===== src/rtl/lct_pkg.sv =====
// Package for the counter/timer unit: register offsets, field positions,
// reset values, prescale figures and the shared state carriers.
// Assumes one system clock and synchronous event pins.
// How it works
// - A timer counts ticks of the system clock divided by one or twelve, as its clock-select bit says.
// - A counter counts falling edges of its pin, which must hold each level two clocks or more.
// - Timers zero and one each take a two-bit mode: 13-bit, 16-bit, 8-bit reload, or split bytes for zero.
// - Timers zero and one each hold a 16-bit count seen as a low and a high byte.
// - In 13-bit mode the high byte holds the top eight bits and low byte bits four to zero the rest.
// - A 13-bit rollover from all ones to zero sets that timer's overflow flag.
// - A counter-select bit for each of timers zero, one and two picks clock ticks when clear and pin falling edges when set.
// - Overflow flags at control bits seven and five are set by hardware, cleared by write or vectoring.
// - Run bits at control bits six and four stop a timer at zero and let it count at one.
// - Type bits at control bits two and zero pick low level at zero and falling edge at one.
// - External flags at bits three and one follow the inverted pin in level mode, latch edges otherwise.
// - Timer two is a 16-bit count whose counter-select bit picks divided ticks or its own pin.
// - Timer two decodes capture, auto-reload, baud generation or stop from its control bits.
// - Timer two overflow outside baud generation is offered as a start trigger for a data conversion.
// - Timer three is a 16-bit timer with auto-reload only.
// - Timer three reloads its low byte from the reload low-byte register.
package lct_pkg;
    // Register offsets and reset values on the special-function port
    localparam logic [7:0] LCT_ADDR_TCTRL   = 8'h88;
    localparam logic [7:0] LCT_ADDR_T3RLL   = 8'h92;
    localparam logic [7:0] LCT_RST_TCTRL    = 8'h00;
    localparam logic [7:0] LCT_RST_T3RLL    = 8'h00;
    // Control register bit positions
    localparam int LCT_TF1 = 7;
    localparam int LCT_TR1 = 6;
    localparam int LCT_TF0 = 5;
    localparam int LCT_TR0 = 4;
    localparam int LCT_IE1 = 3;
    localparam int LCT_IT1 = 2;
    localparam int LCT_IE0 = 1;
    localparam int LCT_IT0 = 0;
    // Mode register: timer zero in the low nibble, timer one in the high
    localparam int LCT_T1_NIB = 4;
    localparam int LCT_CS_POS = 2;
    // Timer two control bit positions
    localparam int LCT_T2_RXB  = 5;
    localparam int LCT_T2_TXB  = 4;
    localparam int LCT_T2_EXEN = 3;
    localparam int LCT_T2_RUN  = 2;
    localparam int LCT_T2_CS   = 1;
    localparam int LCT_T2_CPRL = 0;
    // Prescaler for the slow tick
    localparam int         LCT_DIV_SLOW = 12;
    localparam logic [3:0] LCT_DIV_LAST = 4'(LCT_DIV_SLOW - 1);
    // Count limits
    localparam logic [12:0] LCT_MAX13 = 13'h1fff;
    localparam logic [15:0] LCT_MAX16 = 16'hffff;
    localparam logic [7:0]  LCT_MAX8  = 8'hff;
    // Timer zero and one modes
    typedef enum logic [1:0] {
        LCT_M13   = 2'h0,
        LCT_M16   = 2'h1,
        LCT_M8RL  = 2'h2,
        LCT_SPLIT = 2'h3
    } lct_mode_t;
    // Result of one count step
    typedef struct packed {
        logic        ovf;
        logic [15:0] cnt;
    } lct_step_t;
    // Event pin sample pair
    typedef struct packed {
        logic cur;
        logic prev;
    } lct_pin_t;
endpackage


===== src/rtl/lct_tick_gen.sv =====
// Free-running prescaler giving the divide-by-twelve tick.
// Assumes a single clock domain.
`timescale 1ns/1ps
`default_nettype none
module lct_tick_gen
    import lct_pkg::*;
(
    input  wire logic mclk_in,    // System clock
    input  wire logic rst_n_in,   // Async reset, active low
    output logic      slow_out    // One-cycle tick every twelfth clock
);
    logic [3:0] cnt_q;
    logic [3:0] cnt_d;

    // Next prescaler value
    always_comb begin
        cnt_d = (cnt_q == LCT_DIV_LAST) ? 4'h0 : cnt_q + 4'h1;
    end

    // Prescaler register
    always_ff @(posedge mclk_in or negedge rst_n_in) begin
        if (!rst_n_in) begin
            cnt_q <= 4'h0;
        end else begin
            cnt_q <= cnt_d;
        end
    end

    assign slow_out = (cnt_q == LCT_DIV_LAST);
endmodule
`default_nettype wire


===== src/rtl/lct_fall_det.sv =====
// Samples one event pin and flags its falling edges.
// Assumes the pin is synchronous to the clock and holds each level two clocks.
`timescale 1ns/1ps
`default_nettype none
module lct_fall_det
    import lct_pkg::*;
(
    input  wire logic mclk_in,    // System clock
    input  wire logic rst_n_in,   // Async reset, active low
    input  wire logic pin_in,     // Event pin level
    output logic      level_out,  // Sampled pin level
    output logic      fall_out    // High one cycle after a falling edge
);
    lct_pin_t st_q;
    lct_pin_t st_d;

    // Shift in the new sample
    always_comb begin
        st_d.cur  = pin_in;
        st_d.prev = st_q.cur;
    end

    // Sample register, idle high
    always_ff @(posedge mclk_in or negedge rst_n_in) begin
        if (!rst_n_in) begin
            st_q <= '1;
        end else begin
            st_q <= st_d;
        end
    end

    assign level_out = st_q.cur;
    assign fall_out  = st_q.prev & ~st_q.cur;
endmodule
`default_nettype wire


===== src/rtl/lct_timers.sv =====
// Counter/timer unit: timers zero and one, timer two, timer three and the
// shared run and flag control register on the special-function port.
// Assumes synchronous pins and a CPU that pulses vector_ack_in on vectoring.
`timescale 1ns/1ps
`default_nettype none
module lct_timers
    import lct_pkg::*;
(
    input  wire logic        mclk_in,         // System clock, 50 MHz
    input  wire logic        rst_n_in,        // Async reset, active low
    input  wire logic [7:0]  sfr_addr_in,     // Register address
    input  wire logic        sfr_wr_in,       // Write strobe
    input  wire logic [7:0]  sfr_wdata_in,    // Write data
    output logic      [7:0]  sfr_rdata_out,   // Read data, one cycle later
    input  wire logic [7:0]  timer_mode_in,   // Timer mode register
    input  wire logic [3:0]  clk_sel_in,      // One per timer: 1 = sysclk, 0 = /12
    input  wire logic [7:0]  timer_two_control_in, // Timer two control
    input  wire logic        timer_three_run_in,   // Timer three run
    input  wire logic [7:0]  t3_reload_high_in,    // Timer three reload high
    input  wire logic [15:0] t2_reload_in,    // Timer two reload value
    input  wire logic [3:0]  load_sel_in,     // Load pulse per timer
    input  wire logic [15:0] load_value_in,   // Value for a load
    input  wire logic        t0_pin_in,       // Timer zero event pin
    input  wire logic        t1_pin_in,       // Timer one event pin
    input  wire logic        t2_pin_in,       // Timer two event pin
    input  wire logic        t2_ext_pin_in,   // Timer two capture/reload pin
    input  wire logic        ext_irq_zero_pin_in, // Ext interrupt zero, active low
    input  wire logic        ext_irq_one_pin_in,  // Ext interrupt one, active low
    input  wire logic [3:0]  vector_ack_in,   // Vectoring: tf1, tf0, ie1, ie0
    output logic      [7:0]  tctrl_out,       // Run and flag control byte
    output logic      [15:0] t0_count_out,    // Timer zero high:low
    output logic      [15:0] t1_count_out,    // Timer one high:low
    output logic      [15:0] t2_count_out,    // Timer two high:low
    output logic      [15:0] t3_count_out,    // Timer three high:low
    output logic      [15:0] t2_capture_out,  // Timer two capture value
    output logic             t2_ovf_out,      // Timer two overflow pulse
    output logic             adc_start_out,   // Conversion start pulse
    output logic             baud_tx_out,     // Transmit baud pulse
    output logic             baud_rx_out,     // Receive baud pulse
    output logic             t3_ovf_out       // Timer three overflow pulse
);
    typedef struct packed {
        logic [7:0]  tctrl;
        logic [7:0]  t3rll;
        logic [15:0] t0;
        logic [15:0] t1;
        logic [15:0] t2;
        logic [15:0] t3;
        logic [15:0] t2cap;
        logic [7:0]  rdata;
        logic        t2ovf;
        logic        btx;
        logic        brx;
        logic        t3ovf;
    } lct_state_t;

    lct_state_t st_q;
    lct_state_t st_d;

    // One count step of timers zero and one in modes 0 to 2
    function automatic lct_step_t t01_step(input logic [15:0] cnt, input lct_mode_t md, input logic en);
        lct_step_t r;
        r.ovf = 1'b0;
        r.cnt = cnt;
        if (en) begin
            case (md)
                LCT_M13: begin
                    // five low bits in the low byte, rollover flags
                    r.ovf = ({cnt[15:8], cnt[4:0]} == LCT_MAX13);
                    r.cnt = {cnt[15:8] + 8'(&cnt[4:0]), cnt[7:5], cnt[4:0] + 5'h1};
                end
                LCT_M16: begin
                    r.ovf = (cnt == LCT_MAX16);
                    r.cnt = cnt + 16'h1;
                end
                LCT_M8RL: begin
                    r.ovf = (cnt[7:0] == LCT_MAX8);
                    r.cnt = {cnt[15:8], r.ovf ? cnt[15:8] : cnt[7:0] + 8'h1};
                end
                default: begin
                    r.cnt = cnt;
                end
            endcase
        end
        return r;
    endfunction

    // Tick source choice, used by every timer
    function automatic logic tick_of(input logic sel_fast, input logic slow);
        return sel_fast | slow;
    endfunction

    logic       slow_tick;
    logic [5:0] pin_vec;
    logic [5:0] pin_lvl;
    logic [5:0] pin_fall;

    lct_tick_gen u_tick (
        .mclk_in  (mclk_in),
        .rst_n_in (rst_n_in),
        .slow_out (slow_tick)
    );

    assign pin_vec = {t2_ext_pin_in, ext_irq_one_pin_in, ext_irq_zero_pin_in, t2_pin_in, t1_pin_in, t0_pin_in};

    // falling-edge sampling of every event pin
    genvar gi;
    generate
        for (gi = 0; gi < 6; gi++) begin : g_pin
            lct_fall_det u_fd (
                .mclk_in   (mclk_in),
                .rst_n_in  (rst_n_in),
                .pin_in    (pin_vec[gi]),
                .level_out (pin_lvl[gi]),
                .fall_out  (pin_fall[gi])
            );
        end
    endgenerate

    lct_mode_t m0;
    lct_mode_t m1;
    logic      cs0, cs1, cs2;
    logic      tk0, tk1, tk2, tk3;
    logic      en0, en1, en2, en3;
    logic      wr_tctrl, wr_t3rll;
    logic      t2_run, t2_baud, t2_cap_mode;
    lct_step_t s0, s1;
    logic      ovf_t0, ovf_t1, ovf_t2, ovf_t3;
    logic      th0_inc;
    logic [7:0] tc;

    // Mode fields and clock sources
    always_comb begin
        m0  = lct_mode_t'(timer_mode_in[1:0]);
        m1  = lct_mode_t'(timer_mode_in[LCT_T1_NIB +: 2]);
        cs0 = timer_mode_in[LCT_CS_POS];
        cs1 = timer_mode_in[LCT_T1_NIB + LCT_CS_POS];
        cs2 = timer_two_control_in[LCT_T2_CS];
        tk0 = tick_of(clk_sel_in[0], slow_tick);
        tk1 = tick_of(clk_sel_in[1], slow_tick);
        tk2 = tick_of(clk_sel_in[2], slow_tick);
        tk3 = tick_of(clk_sel_in[3], slow_tick);
        en0 = st_q.tctrl[LCT_TR0] & (cs0 ? pin_fall[0] : tk0);
        en1 = st_q.tctrl[LCT_TR1] & (cs1 ? pin_fall[1] : tk1) & (m1 != LCT_SPLIT);
        t2_run      = timer_two_control_in[LCT_T2_RUN];
        t2_baud     = timer_two_control_in[LCT_T2_RXB] | timer_two_control_in[LCT_T2_TXB];
        t2_cap_mode = ~t2_baud & timer_two_control_in[LCT_T2_CPRL];
        en2 = t2_run & (cs2 ? pin_fall[2] : tk2);
        // timer three is a plain timer
        en3 = timer_three_run_in & tk3;
        wr_tctrl = sfr_wr_in & (sfr_addr_in == LCT_ADDR_TCTRL);
        wr_t3rll = sfr_wr_in & (sfr_addr_in == LCT_ADDR_T3RLL);
    end

    // Next state of counts, flags and read data
    always_comb begin
        st_d = st_q;
        s0 = t01_step(st_q.t0, m0, en0);
        s1 = t01_step(st_q.t1, m1, en1);
        ovf_t0 = s0.ovf;
        ovf_t1 = s1.ovf;
        st_d.t0 = s0.cnt;
        st_d.t1 = s1.cnt;
        th0_inc = 1'b0;
        // split mode, high byte borrows timer one's run bit
        if (m0 == LCT_SPLIT) begin
            th0_inc = st_q.tctrl[LCT_TR1] & tk0;
            ovf_t0  = en0 & (st_q.t0[7:0] == LCT_MAX8);
            ovf_t1  = th0_inc & (st_q.t0[15:8] == LCT_MAX8);
            st_d.t0 = {st_q.t0[15:8] + 8'(th0_inc), st_q.t0[7:0] + 8'(en0)};
        end
        if (load_sel_in[0]) begin
            st_d.t0 = load_value_in;
        end
        if (load_sel_in[1]) begin
            st_d.t1 = load_value_in;
        end
        ovf_t2 = en2 & (st_q.t2 == LCT_MAX16);
        st_d.t2 = st_q.t2 + 16'(en2);
        if (ovf_t2 && !t2_cap_mode) begin
            st_d.t2 = t2_reload_in;
        end
        if (t2_run && !t2_baud && timer_two_control_in[LCT_T2_EXEN] && pin_fall[5]) begin
            if (t2_cap_mode) begin
                st_d.t2cap = st_q.t2;
            end else begin
                st_d.t2 = t2_reload_in;
            end
        end
        if (load_sel_in[2]) begin
            st_d.t2 = load_value_in;
        end
        st_d.t2ovf = ovf_t2 & ~t2_baud;
        st_d.btx   = ovf_t2 & timer_two_control_in[LCT_T2_TXB];
        st_d.brx   = ovf_t2 & timer_two_control_in[LCT_T2_RXB];
        // timer three reloads from the reload registers
        ovf_t3 = en3 & (st_q.t3 == LCT_MAX16);
        st_d.t3 = ovf_t3 ? {t3_reload_high_in, st_q.t3rll} : st_q.t3 + 16'(en3);
        if (load_sel_in[3]) begin
            st_d.t3 = load_value_in;
        end
        st_d.t3ovf = ovf_t3;
        if (wr_t3rll) begin
            st_d.t3rll = sfr_wdata_in;
        end
        // write or vectoring clears, hardware set wins
        tc = wr_tctrl ? sfr_wdata_in : st_q.tctrl;
        tc[LCT_TF1] = (tc[LCT_TF1] & ~vector_ack_in[3]) | ovf_t1;
        tc[LCT_TF0] = (tc[LCT_TF0] & ~vector_ack_in[2]) | ovf_t0;
        // type bit picks edge or level; flag behaviour
        if (tc[LCT_IT1]) begin
            tc[LCT_IE1] = (tc[LCT_IE1] & ~vector_ack_in[1]) | pin_fall[4];
        end else begin
            tc[LCT_IE1] = ~pin_lvl[4];
        end
        if (tc[LCT_IT0]) begin
            tc[LCT_IE0] = (tc[LCT_IE0] & ~vector_ack_in[0]) | pin_fall[3];
        end else begin
            tc[LCT_IE0] = ~pin_lvl[3];
        end
        st_d.tctrl = tc;
        // Registered read data, unmapped reads as zero
        case (sfr_addr_in)
            LCT_ADDR_TCTRL: st_d.rdata = st_q.tctrl;
            LCT_ADDR_T3RLL: st_d.rdata = st_q.t3rll;
            default:        st_d.rdata = 8'h00;
        endcase
    end

    // State register
    always_ff @(posedge mclk_in or negedge rst_n_in) begin
        if (!rst_n_in) begin
            st_q       <= '0;
            st_q.tctrl <= LCT_RST_TCTRL;
            st_q.t3rll <= LCT_RST_T3RLL;
        end else begin
            st_q <= st_d;
        end
    end

    // Outputs straight from the state register
    assign sfr_rdata_out  = st_q.rdata;
    assign tctrl_out      = st_q.tctrl;
    assign t0_count_out   = st_q.t0;
    assign t1_count_out   = st_q.t1;
    assign t2_count_out   = st_q.t2;
    assign t3_count_out   = st_q.t3;
    assign t2_capture_out = st_q.t2cap;
    assign t2_ovf_out     = st_q.t2ovf;
    assign adc_start_out  = st_q.t2ovf;
    assign baud_tx_out    = st_q.btx;
    assign baud_rx_out    = st_q.brx;
    assign t3_ovf_out     = st_q.t3ovf;
endmodule
`default_nettype wire


===== config.mk =====
export PLATFORM = sky130hd
export DESIGN_NAME = lct_timers
export DESIGN_NICKNAME = d
export VERILOG_FILES = /design/src/rtl/lct_pkg.sv /design/src/rtl/lct_tick_gen.sv /design/src/rtl/lct_fall_det.sv /design/src/rtl/lct_timers.sv
export SDC_FILE = /design/constraint.sdc
export NUM_CORES = 1
export LEC_CHECK = 0
export BUFFER_PORTS_ARGS = -buffer_cell sky130_fd_sc_hd__clkbuf_2
export CAP_MARGIN = 20
export CELL_PAD_IN_SITES_DETAIL_PLACEMENT = 1
export CELL_PAD_IN_SITES_GLOBAL_PLACEMENT = 2
export CORE_MARGIN = 2
export CORE_UTILIZATION = 33
export CTS_CLUSTER_DIAMETER = 120
export DETAILED_ROUTE_END_ITERATION = 7
export GPL_ROUTABILITY_DRIVEN = 0
export PLACE_DENSITY_LB_ADDON = 0.12
export SLEW_MARGIN = 20
export SYNTH_ARGS = -nofsm -noshare
export SYNTH_HDL_FRONTEND = slang
export SYNTH_HIERARCHICAL = 1
export SYNTH_SLANG_ARGS = --single-unit

===== constraint.sdc =====
create_clock -name mclk_in -period 3.35 [get_ports mclk_in]
set_clock_uncertainty 0.15 [all_clocks]
set_input_delay 0.5025 -clock mclk_in [delete_from_list [all_inputs] [get_ports mclk_in]]
set_output_delay 0.5025 -clock mclk_in [all_outputs]
set_load 0.02 [all_outputs]

==> impl_metrics.prom <==
# TYPE chip_impl_metric gauge
chip_impl_metric{name="yosys.cell_types.count",unit=""} 72
chip_impl_metric{name="fmaxAchievable",unit="GHz"} 0.326
chip_impl_metric{name="die_w",unit="um"} 167
chip_impl_metric{name="die_footprint",unit="mm^2"} 0.0278
chip_impl_info{name="post_synth_main_area_contributors",value="sky130_fd_sc_hd__dfrtp_1 32%, sky130_fd_sc_hd__buf_4 8.3%, sky130_fd_sc_hd__xnor2_1 4.5%"} 1
chip_impl_metric{name="final-seq-area",unit="mm^2"} 0.00312
chip_impl_metric{name="drt_drc_violations_left",unit=""} 0
chip_impl_metric{name="fin_cells",unit=""} 1409
chip_impl_metric{name="synth_seq_area_share",unit="%"} 35.6
chip_impl_metric{name="netSwitchingFraction",unit="%"} 33.4
chip_impl_metric{name="synth-seq-cells",unit=""} 124
chip_impl_metric{name="setup_viol",unit=""} 0
chip_impl_metric{name="synth_cells",unit=""} 972
chip_impl_info{name="synth_common_cells",value="112 x sky130_fd_sc_hd__dfrtp_1, 97 x sky130_fd_sc_hd__buf_4, 71 x sky130_fd_sc_hd__nand2_1"} 1
chip_impl_metric{name="drt_pre_antenna_iters",unit=""} 5
chip_impl_info{name="worstSetupStartpointType",value="flop"} 1
chip_impl_metric{name="post_synth.cell_area_avg",unit="um^2"} 9.00
chip_impl_info{name="run_status",value="finished clean"} 1
chip_impl_metric{name="fin_crit",unit="ns"} 3.07
chip_impl_metric{name="n_fill_cell",unit=""} 3071
chip_impl_metric{name="worstPathRequired",unit="ns"} 3.53
chip_impl_metric{name="combinationalPowerShare",unit="%"} 19.4
chip_impl_metric{name="synth-edff-count",unit=""} 0
chip_impl_metric{name="antenna_found_initial",unit=""} 1
chip_impl_metric{name="timing.critical_path.arrival",unit="ns"} 3.24
chip_impl_metric{name="initial_core_utilization",unit="%"} 33.6
chip_impl_metric{name="syn-cell-area",unit="mm^2"} 0.00875
chip_impl_info{name="cp_common_cell",value="sky130_fd_sc_hd__ha_1"} 1
chip_impl_metric{name="timing_max_transition_violations_final",unit=""} 0
chip_impl_info{name="setup.worst_path.end_class",value="flop"} 1
chip_impl_metric{name="grt_start_max_net_pins",unit=""} 60
chip_impl_info{name="post-synth-top-area-cell",value="sky130_fd_sc_hd__dfrtp_1"} 1
chip_impl_metric{name="min_path_cells",unit=""} 2
chip_impl_info{name="r2r_start",value="u_tick/cnt_q[0]"} 1
chip_impl_metric{name="antennaDiodeCount",unit=""} 0
chip_impl_info{name="synth_ff_type",value="sky130_fd_sc_hd__dfrtp_1"} 1
chip_impl_metric{name="cts_buffer_depth",unit=""} 2
chip_impl_metric{name="total_switching_power",unit="mW"} 1.60
chip_impl_info{name="synthMostInstantiatedCell",value="sky130_fd_sc_hd__dfrtp_1"} 1
chip_impl_metric{name="total_power",unit="mW"} 4.78
chip_impl_metric{name="maxSlewHeadroom",unit="%"} 51.3
chip_impl_metric{name="grt.total_usage",unit="%"} 22.3
chip_impl_info{name="critical_path.cell_chain",value="ha_1 -> nand2b_4 -> nor2_4 -> or3_1 -> nand3_1 -> inv_1 -> ha_1 -> ha_1 -> nand3_1 -> nor4_1 -> xor2_1 -> a211oi_1 -> a211oi_1"} 1
chip_impl_metric{name="first_iter_violations",unit=""} 386
chip_impl_metric{name="port_buffers",unit=""} 190
chip_impl_metric{name="final_min_period_over_clock_period",unit="%"} 91.6
chip_impl_metric{name="netlist.area_leader.share",unit="%"} 32.0
chip_impl_metric{name="reg2regPathDepth",unit=""} 13
chip_impl_info{name="hp-class",value="primary input to flop"} 1
chip_impl_metric{name="detail_route.wirelength",unit="mm"} 30.9
chip_impl_info{name="grt_setup_unrepaired",value="false"} 1
chip_impl_metric{name="worst_margin_slew",unit="ns"} 0.730
chip_impl_metric{name="finish.net_count",unit=""} 1181
chip_impl_metric{name="slowest_delay",unit="ns"} 0.39
chip_impl_metric{name="power_frac_clock",unit="%"} 42.2
chip_impl_info{name="hold_path_startpoint",value="vector_ack_in[2]"} 1
chip_impl_metric{name="leakage",unit="nW"} 4.61
chip_impl_metric{name="core_outline_area",unit="mm^2"} 0.0261
chip_impl_metric{name="die_h",unit="um"} 167
chip_impl_info{name="clock-root-buffer",value="sky130_fd_sc_hd__clkbuf_16"} 1
chip_impl_metric{name="drt.antenna.violating_nets",unit=""} 0
chip_impl_metric{name="timing.setup.tns",unit="ns"} 0
chip_impl_metric{name="yosysWarningCount",unit=""} 6
chip_impl_info{name="clock_tree_from_tritoncts",value="yes"} 1
chip_impl_metric{name="insertion_delay",unit="ns"} 0.43
chip_impl_metric{name="place.detailed.hpwl",unit="mm"} 22.8
chip_impl_metric{name="cts_buffers",unit=""} 17
chip_impl_metric{name="wl_per_cell",unit="um"} 21.9
chip_impl_metric{name="reg2reg_slack",unit="ns"} 0.28
chip_impl_info{name="worst_hold_endpoint",value="tctrl_out[5]"} 1
chip_impl_info{name="worst_path_max_delay_cell",value="sky130_fd_sc_hd__dfrtp_1"} 1
chip_impl_metric{name="proportion_of_layout_cells_with_a_drive_suffix_above_1",unit="%"} 28.3
chip_impl_metric{name="grt_pass1_vias",unit=""} 7708
chip_impl_metric{name="maximum_ir_drop_on_the_vdd_rail",unit="mV"} 0.208
chip_impl_metric{name="multi_input_gate_area_in_the_final_layout",unit="mm^2"} 0.00458
chip_impl_metric{name="synthArstFlopShare",unit="%"} 100
chip_impl_metric{name="syn2layout_area_growth",unit="%"} 15.0
chip_impl_info{name="cp-startpoint",value="u_tick/cnt_q[0]"} 1
chip_impl_metric{name="placedCellCount",unit=""} 1370
chip_impl_info{name="path_class",value="flop to flop"} 1
chip_impl_metric{name="clock_transition_at_the_registers_of_the_reported_paths",unit="ns"} 0.06
chip_impl_metric{name="hold_slack",unit="ns"} 0.148
chip_impl_metric{name="grt_overflow_total",unit=""} 0
chip_impl_metric{name="power_density_over_the_cells",unit="mW/mm^2"} 475
chip_impl_metric{name="cts.repair_timing.setup_buffer_count",unit=""} 0
chip_impl_metric{name="design.portCount",unit=""} 195
chip_impl_metric{name="power.share.sequential",unit="%"} 38.4
chip_impl_metric{name="worst-path-max-fanout",unit=""} 6
chip_impl_metric{name="nets_in_the_synthesized_netlist",unit=""} 1092
chip_impl_metric{name="route.detailed.vias_per_inst",unit=""} 5.35
chip_impl_metric{name="cts_sinks",unit=""} 124
chip_impl_metric{name="hold_violations",unit=""} 0
chip_impl_metric{name="h-tree-depth",unit=""} 4
chip_impl_metric{name="detailroute.via_count",unit=""} 7536
chip_impl_metric{name="rows",unit=""} 59
chip_impl_metric{name="first_pass_grt_wire_length",unit="mm"} 47.8
chip_impl_info{name="critical_path.reg2reg.endpoint",value="t2_count_out[12]"} 1
chip_impl_metric{name="max-cap-violations",unit=""} 0
chip_impl_metric{name="power.internal",unit="mW"} 3.19
-- registers in the layout, indices dropped and copies added, names as in the netlist --
| name | flops |
|---|---|
| adc_start_out | 1 |
| baud_rx_out | 1 |
| baud_tx_out | 1 |
| g_pin.u_fd/level_out | 6 |
| g_pin.u_fd/st_q | 6 |
| sfr_rdata_out | 8 |
| st_q | 8 |
| t0_count_out | 16 |
| t1_count_out | 16 |
| t2_capture_out | 16 |
| t2_count_out | 16 |
| t3_count_out | 16 |
| t3_ovf_out | 1 |
| tctrl_out | 8 |
| u_tick/cnt_q | 4 |
-- cells by family (layout without fill, tap and decap cells) --
group           count (synthesis)  in the layout  synth area share, %
simple gates                  321            321                 19.7
mux                            46             46                 5.65
buf+inv                       177            279                 12.1
xor+xnor                       56             56                 5.60
flops                         124            124                 35.6
fa+ha+maj                      26             26                 3.72
compound gates                222            222                 17.6
-- final cells by class --
type / count / area share, %
tap: 335 / 4.17
sequential: 124 / 31.0
timing repair buffer: 222 / 12.2
clock buffer: 17 / 4.23
inverter: 25 / 0.933
multi-input combinational: 671 / 45.5
clock inverter: 15 / 1.96
-- worst max path at each step --
stage	end	cells past startpoint	slack (ns)
after floorplan	t0_count_out[4]	13	0.62
after global routing	t2_count_out[12]	13	0.04
after global placement	t2_count_out[12]	13	0.24
after CTS	t2_count_out[12]	13	0.13
after detailed placement	t2_count_out[12]	13	0.16
final	t2_count_out[12]	13	0.28
-- cell usage in the layout (no fill, tap or decap), types with 8 or more instances in the layout --
master | Yosys | layout
sky130_fd_sc_hd__mux2_1 | 8 | 8
sky130_fd_sc_hd__a21oi_1 | 40 | 40
sky130_fd_sc_hd__nand3_1 | 40 | 40
sky130_fd_sc_hd__and4_1 | 14 | 14
sky130_fd_sc_hd__clkbuf_16 | 0 | 17
sky130_fd_sc_hd__and3_1 | 9 | 9
sky130_fd_sc_hd__clkbuf_2 | 0 | 189
sky130_fd_sc_hd__nand4_1 | 25 | 25
sky130_fd_sc_hd__dfrtp_1 | 112 | 112
sky130_fd_sc_hd__ha_1 | 26 | 26
sky130_fd_sc_hd__xnor2_1 | 45 | 45
sky130_fd_sc_hd__nand2_1 | 71 | 71
sky130_fd_sc_hd__nor2_1 | 62 | 62
sky130_fd_sc_hd__and2_1 | 14 | 14
sky130_fd_sc_hd__a22o_1 | 24 | 24
sky130_fd_sc_hd__mux2_2 | 19 | 19
sky130_fd_sc_hd__o22ai_1 | 13 | 13
sky130_fd_sc_hd__mux2i_1 | 19 | 19
sky130_fd_sc_hd__o31ai_1 | 11 | 11
sky130_fd_sc_hd__a211oi_1 | 9 | 9
sky130_fd_sc_hd__o21ai_0 | 18 | 18
sky130_fd_sc_hd__a31oi_1 | 19 | 19
sky130_fd_sc_hd__nand2b_1 | 11 | 11
sky130_fd_sc_hd__dfstp_2 | 12 | 12
sky130_fd_sc_hd__or3_1 | 8 | 8
sky130_fd_sc_hd__nor2b_1 | 8 | 8
sky130_fd_sc_hd__inv_1 | 24 | 24
sky130_fd_sc_hd__xor2_1 | 11 | 11
sky130_fd_sc_hd__buf_4 | 97 | 24
sky130_fd_sc_hd__nor4_1 | 11 | 11
sky130_fd_sc_hd__o21ai_1 | 19 | 19
sky130_fd_sc_hd__nor3_1 | 24 | 24
-- critical path, delay by kind of cell, from the launching register on --
family	cells	cell delay [ns]
flops	1	0.39
buf+inv	1	0.11
xor+xnor	1	0.19
simple gates	6	1.15
fa+ha+maj	3	0.65
compound gates	2	0.32
-- what timing repair did --
item / in CTS / in global routing
endpoints found under the setup margin: 0 / 4
gates resized for setup: 0 / 1
hold buffers: 7 / 0
endpoints found under the hold margin: 58 / 0
-- power by group through the flow --
stage	Combinational (mW)	Clock [mW]	Sequential (mW)
2_1_floorplan	0.776	0	1.75
3_3_place_gp	0.922	0	1.86
3_5_place_dp	0.928	0	1.86
4_1_cts	0.938	2.06	1.84
5_1_grt	1.02	2.12	1.87
6_report	0.926	2.02	1.84
-- routing by layer --
| metal | GRT usage [%] | wire, um | vias up |
|---|---|---|---|
| met5 | 0 | 10 | - |
| met4 | 6.78 | 658 | 2 |
| met2 | 35.9 | 14300 | 168 |
| met3 | 3.52 | 1150 | 39 |
| met1 | 30.9 | 14800 | 3710 |
| li1 | - | - | 3617 |
-- metrics by stage --
stage	util, %	cell area, um^2	worst slack [ns]
2_1_floorplan	-	8750	0.622
3_3_place_gp	35.9	9360	0.242
3_5_place_dp	35.9	9360	0.156
4_1_cts	38.6	10100	0.131
5_1_grt	38.6	10100	0.0353
6_report	38.6	10100	0.281
No activity file was read; power rests on OpenSTA's default activity.
